File: src/logic/dac_state_pkg.sv
// constants for the converter output state control block
// assumes an apb slave on pclk, 32-bit data, word-aligned registers
package dac_state_pkg;
  localparam logic [11:0] ctrl_addr = 12'h000;
  localparam logic [11:0] swctl_addr = 12'h004;
  localparam logic [11:0] data_addr = 12'h008;
  localparam logic [11:0] status_addr = 12'h00C;
  localparam int tri_pos = 0;
  localparam int clamp_pos = 1;
  localparam int fbsel_pos = 2;
  localparam int swrst_pos = 0;
  localparam int data_w = 18;
  localparam logic tri_rst = 1'h1;
  localparam logic clamp_rst = 1'h1;
  localparam logic fbsel_rst = 1'h0;
  // data default: code that puts the output at the negative reference
  localparam logic [17:0] data_rst = 18'h00000;
  typedef enum logic [1:0] {st_normal, st_tristate, st_clamped} out_state_e;
endpackage
File: src/logic/dac_output_state_control.sv
// apb-controlled converter output state, clamp and feedback select
// assumes pclk domain inputs; analog switches follow the registered outputs
//
// Added by the designer: register access over APB and the address map.
module dac_output_state_control (
  // clock, reset, enable
  input wire logic pclk,
  input wire logic presetn,
  input wire logic clk_en,
  // apb slave
  input wire logic psel,
  input wire logic penable,
  input wire logic pwrite,
  input wire logic [11:0] paddr,
  input wire logic [31:0] pwdata,
  output logic [31:0] prdata,
  output logic pready,
  output logic pslverr,
  // analog controls
  output logic converter_tristate_bit,
  output logic output_clamp_bit,
  output logic feedback_resistor_select,
  output logic refs_connected,
  output logic output_normal,
  output logic [17:0] dac_code
);
  // control bits and their next values
  logic tri_q;
  logic tri_d;
  logic clamp_q;
  logic clamp_d;
  logic fb_q;
  logic fb_d;

  // data register
  logic [17:0] data_q;
  logic [17:0] data_d;

  // bus response next values
  logic [31:0] prdata_d;
  logic pready_d;
  logic pslverr_d;

  // analog status next values
  logic refs_d;
  logic norm_d;
  dac_state_pkg::out_state_e st_now;
  dac_state_pkg::out_state_e st_next;

  // qualified bus events
  logic access;
  logic hit;
  logic wr;
  logic rd;
  logic ctrl_wr;
  logic data_wr;
  logic swrst_wr;

  // state from the next values keeps the outputs flop-driven and aligned
  dac_state_decode u_dec_next (
    .tri_bit(tri_d),
    .clamp_bit(clamp_d),
    .state(st_next)
  );

  // state of the bits now, for the status read
  dac_state_decode u_dec_now (
    .tri_bit(tri_q),
    .clamp_bit(clamp_q),
    .state(st_now)
  );

  function automatic logic addr_known(input logic [11:0] a);
    addr_known = (a == dac_state_pkg::ctrl_addr) || (a == dac_state_pkg::swctl_addr) ||
                 (a == dac_state_pkg::data_addr) || (a == dac_state_pkg::status_addr);
  endfunction

  // unused bits of the control word read as zero
  function automatic logic [31:0] ctrl_word(input logic t, input logic c, input logic f);
    ctrl_word = 32'h00000000;
    ctrl_word[dac_state_pkg::tri_pos] = t;
    ctrl_word[dac_state_pkg::clamp_pos] = c;
    ctrl_word[dac_state_pkg::fbsel_pos] = f;
  endfunction

  function automatic logic [31:0] status_word(input dac_state_pkg::out_state_e s);
    status_word = 32'h00000000;
    status_word[1:0] = s;
  endfunction

  // one wait state: answer in the cycle after the access phase begins
  assign access = psel && penable;
  assign hit = addr_known(paddr);
  // a write lands only at the edge where the registered pready is high
  assign wr = access && pready && pwrite && hit;
  assign rd = access && !pwrite && !pready;
  assign ctrl_wr = wr && (paddr == dac_state_pkg::ctrl_addr);
  assign data_wr = wr && (paddr == dac_state_pkg::data_addr);
  assign swrst_wr = wr && (paddr == dac_state_pkg::swctl_addr) &&
                    pwdata[dac_state_pkg::swrst_pos];

  // control bits
  always_comb begin
    tri_d = tri_q;
    clamp_d = clamp_q;
    fb_d = fb_q;
    if (swrst_wr) begin
      tri_d = dac_state_pkg::tri_rst;
      clamp_d = dac_state_pkg::clamp_rst;
      fb_d = dac_state_pkg::fbsel_rst;
    end else if (ctrl_wr) begin
      tri_d = pwdata[dac_state_pkg::tri_pos];
      clamp_d = pwdata[dac_state_pkg::clamp_pos];
      fb_d = pwdata[dac_state_pkg::fbsel_pos];
    end
  end

  always_ff @(posedge pclk or negedge presetn) begin
    if (!presetn) begin
      tri_q <= dac_state_pkg::tri_rst;
      clamp_q <= dac_state_pkg::clamp_rst;
      fb_q <= dac_state_pkg::fbsel_rst;
    end else if (clk_en) begin
      tri_q <= tri_d;
      clamp_q <= clamp_d;
      fb_q <= fb_d;
    end
  end

  // data register
  always_comb begin
    data_d = data_q;
    if (swrst_wr) begin
      data_d = dac_state_pkg::data_rst;
    end else if (data_wr) begin
      data_d = pwdata[17:0];
    end
  end

  always_ff @(posedge pclk or negedge presetn) begin
    if (!presetn) begin
      data_q <= dac_state_pkg::data_rst;
    end else if (clk_en) begin
      data_q <= data_d;
    end
  end

  // references stay cut while the tristate bit is set, clamped or not,
  // so the power-on condition keeps them off until the host clears it
  always_comb begin
    refs_d = !tri_d;
    norm_d = (st_next == dac_state_pkg::st_normal);
  end

  always_ff @(posedge pclk or negedge presetn) begin
    if (!presetn) begin
      refs_connected <= 1'b0;
      output_normal <= 1'b0;
    end else if (clk_en) begin
      refs_connected <= refs_d;
      output_normal <= norm_d;
    end
  end

  // bus response: pready is a one-cycle pulse, prdata valid with it
  always_comb begin
    prdata_d = 32'h00000000;
    pready_d = 1'b0;
    pslverr_d = 1'b0;
    if (access && !pready) begin
      pready_d = 1'b1;
      pslverr_d = !hit;
    end
    if (rd && paddr == dac_state_pkg::ctrl_addr) begin
      prdata_d = ctrl_word(tri_q, clamp_q, fb_q);
    end else if (rd && paddr == dac_state_pkg::data_addr) begin
      prdata_d[17:0] = data_q;
    end else if (rd && paddr == dac_state_pkg::status_addr) begin
      prdata_d = status_word(st_now);
    end
  end

  always_ff @(posedge pclk or negedge presetn) begin
    if (!presetn) begin
      prdata <= 32'h00000000;
      pready <= 1'b0;
      pslverr <= 1'b0;
    end else if (clk_en) begin
      prdata <= prdata_d;
      pready <= pready_d;
      pslverr <= pslverr_d;
    end
  end

  // analog switch controls come straight from the registered bits
  assign converter_tristate_bit = tri_q;
  assign output_clamp_bit = clamp_q;
  assign feedback_resistor_select = fb_q;
  assign dac_code = data_q;

endmodule

File: src/logic/dac_state_decode.sv
// output state decoder for the converter
// takes the registered tristate and clamp bits, or their next values, at its inputs
module dac_state_decode (
  // control bits
  input wire logic tri_bit,
  input wire logic clamp_bit,
  // decoded state
  output dac_state_pkg::out_state_e state
);
  always_comb begin
    if (clamp_bit) begin
      state = dac_state_pkg::st_clamped;
    end else if (tri_bit) begin
      state = dac_state_pkg::st_tristate;
    end else begin
      state = dac_state_pkg::st_normal;
    end
  end
endmodule

File: config.mk
export PLATFORM = sky130hd
export DESIGN_NAME = dac_output_state_control
export DESIGN_NICKNAME = d
export VERILOG_FILES = /design/src/logic/dac_state_pkg.sv /design/src/logic/dac_output_state_control.sv /design/src/logic/dac_state_decode.sv
export SDC_FILE = /design/constraint.sdc
export NUM_CORES = 1
export LEC_CHECK = 0
export ABC_AREA = 0
export ABC_CLOCK_PERIOD_IN_PS = 1650
export BUFFER_PORTS_ARGS = -buffer_cell sky130_fd_sc_hd__buf_4
export CORE_MARGIN = 3
export CORE_UTILIZATION = 40
export CTS_CLUSTER_SIZE = 25
export DETAILED_ROUTE_END_ITERATION = 10
export PLACE_DENSITY = 0.76
export SLEW_MARGIN = 20
export SYNTH_ARGS = -nofsm -noshare
export SYNTH_HDL_FRONTEND = slang
export SYNTH_SLANG_ARGS = --single-unit
File: constraint.sdc
create_clock -name pclk -period 1.65 [get_ports pclk]
set_clock_uncertainty 0.1 [all_clocks]
set_input_delay 0.0825 -clock pclk [delete_from_list [all_inputs] [get_ports pclk]]
set_output_delay 0.0825 -clock pclk [all_outputs]
set_load 0.03 [all_outputs]
==> impl_metrics.tcl <==
set metrics [dict create \
    status "completed" \
    pre_cts_ws_ns 0.004020 \
    crit_chain "nor4bb_1, nand4_1, buf_4, o41ai_1" \
    cts_root_buf "clkbuf_8" \
    cp_data_required_time_ns 1.74 \
    final_area_sq_um 2915 \
    ant_nets 0 \
    finalMaxSlewViolations 0 \
    cap_violations 0 \
    cts_tree "done" \
    dpl.hpwl_microns 3457 \
    area_growth_pct 49.07 \
    critPathKind "flop to flop" \
    grt_use_total_pct 16.84 \
    routed_wl_microns 4941 \
    power_w 0.002098 \
    ff2ff_setup_slack_ns 0.09 \
    fin_ws_ns 0.08695 \
    synth-edff-count 0 \
    ioPinCount 107 \
    final_nets 314 \
    clkLatencyLatePin_ns 0.29 \
    grt_pass1_vias 1629 \
    vias_per_cell 5.036 \
    synth_cell_types 35 \
    yosys-top-cells-area "dfrtp_1 52%, a22o_1 13%, buf_4 6.5%" \
    leakagePower_nw 1.447 \
    drcViolationCount 0 \
    critical_path.top_delay_family "simple AND/OR/NAND/NOR gates" \
    numPortBuffers 78 \
    dieWidth_microns 75.92 \
    ys_async_sr_fraction_pct 100.0 \
    synth-main-ff-cell "dfrtp_1" \
    fin_crit_sh_pct 94.73 \
    die_h_microns 75.92 \
    path_clk_slew_ns 0.07 \
    fin_crit_ns 1.563 \
    gp_congestion 0.8503 \
    relSlewSlack_pct 65.12 \
    vdd_drop_max_mv 0.4647 \
    grt_max_degree 44 \
    diodes 0 \
    ys_ff_latch 43 \
    min_from "penable" \
    critPathArrivalTime_ns 1.65 \
    hold_viol 0 \
    cts-buffers-inserted 5 \
    clock.fmax_ghz 0.6398 \
    slowest_stage "dfrtp_2" \
    grt_pass1_wl_microns 7859 \
    start_util_pct 43.13 \
    place_area_sq_um 2575 \
    start_kind "flop" \
    layout-drive-gt1-share_pct 44.32 \
    antenna_found_initial 0 \
    synth_area_leader_cell "dfrtp_1" \
    worstReg2RegStart "pready$_DFFE_PN0P_" \
    via_count 1657 \
    synth.top_cell.area_share_pct 52.46 \
    min-delay-path-class "input pin to flop" \
    cts_buffer_depth 2 \
    rsz0062_at_grt "no" \
    cts_setup_buffers 0 \
    seq_area_frac_synth_pct 55.15 \
    syn_area_sq_um 1956 \
    cp_num_buf_inv 1 \
    drtPass1Iterations 4 \
    tightest_slew_ns 0.5231 \
    die_area_sq_um 5764 \
    path_max_fanout 3 \
    netlist_top_cells_count "41 x dfrtp_1, 28 x a22o_1, 17 x buf_4, 8 x a22o_2, 6 x nand2_1" \
    core_area_sq_um 4534 \
    cts_max_level 2 \
    initialDrtViolationCount 97 \
    synth_area_per_cell_sq_um 12.54 \
    placed_cells 300 \
    clock_sinks 43 \
    final_cells 329 \
    synth.most_common_cell "dfrtp_1" \
    placement_rows 24 \
    setup_viol 0 \
    syn_inst 156 \
    cpPeakStageDelay_ns 0.41 \
    powerDensity_nw_per_um2 719.7 \
    crit_start "pready$_DFFE_PN0P_" \
    ys_warn_count 0 \
    critPathCaptureType "flop" \
    wl_per_cell_microns 15.02 \
    grt_overflow 0 \
]
-- power by group --
part | switching, W | leakage (nW) | internal [W]
logic | 0.000147 | 0.813 | 0.000116
registers | 0.00000329 | 0.582 | 0.00106
clock network | 0.000329 | 0.0513 | 0.000444
total | 0.000479 | 1.45 | 0.00162
-- routing by layer --
metal	part of all wire (%)	wire, microns	GRT usage, %	up-vias
met5	0	0	0	-
li1	-	-	-	782
met3	5.7	284	4.028	7
met4	1.5	76	6.884	0
met2	52	2554	28.81	67
met1	41	2025	20.41	801
-- timing repair --
item                                    in CTS  in global routing
hold buffers                                21                  0
gates resized for setup                      0                  5
endpoints found under the setup margin       0                 20
endpoints found under the hold margin       65                  0
-- sequential cells by signal (all words and copies together) (netlist names) --
name,flops
pslverr,1
pready,1
prdata,18
converter_tristate_bit,1
output_normal,1
refs_connected,1
dac_code,18
feedback_resistor_select,1
output_clamp_bit,1
-- kinds of logic after synthesis --
logic type,after synthesis,synth area share (%)
AO/OA/AOI/OAI,52,21.82
flip-flops,43,55.15
AND/OR/NAND/NOR,29,10.49
buffers and inverters,27,9.980
multiplexers,4,2.367
other,1,0.1918
-- layout by cell type (no fill, tap or decap), types with 3 or more instances in the layout --
cell type and count:
nand4_1 5, dlygate4sd3_1 21, buf_4 88, a22o_1 28, inv_1 3, nor2_1 4
clkbuf_8 5, a21oi_1 4, a31oi_1 3, a22o_2 8, conb_1 14, dfrtp_1 40
nand2_1 6
-- worst reg2reg max path, delay by kind of cell, from the launching register on --
family / cells / cell delay, ns
compound gates: 1 / 0.28
buf+inv: 1 / 0.20
flops: 1 / 0.41
simple gates: 2 / 0.49
-- worst paths after layout --
check | endpoint | cells past startpoint
setup / recovery | prdata[2]$_DFFE_PN0P_ | 4
setup reg to reg | prdata[2]$_DFFE_PN0P_ | 4
max in group asynchronous | pready$_DFFE_PN0P_ | 2
hold / removal | pready$_DFFE_PN0P_ | 3
hold reg to reg | prdata[0]$_DFFE_PN0P_ | 2
min in group asynchronous | prdata[0]$_DFFE_PN0P_ | 2
-- layout make-up --
cell class	instances	area, sq um
Fill cell	357	1619
Sequential cell	43	1080
Timing Repair Buffer	110	882.1
Multi-Input combinational cell	100	750.7
Tap cell	65	81.33
Clock buffer	6	72.57
Clock inverter	1	30.03
Inverter	4	18.77
-- through the flow --
step,setup TNS (ns),utilization [%],hold slack (ns)
after global routing,0,64.29,0.04648
after floorplan,-0.2262,-,-0.3131
final,0,64.29,0.01029
after global placement,0,56.79,-0.007962
after detailed placement,0,56.79,0.002608
after CTS,0,63.69,0.003007
No activity file was read; power rests on OpenSTA's default activity.
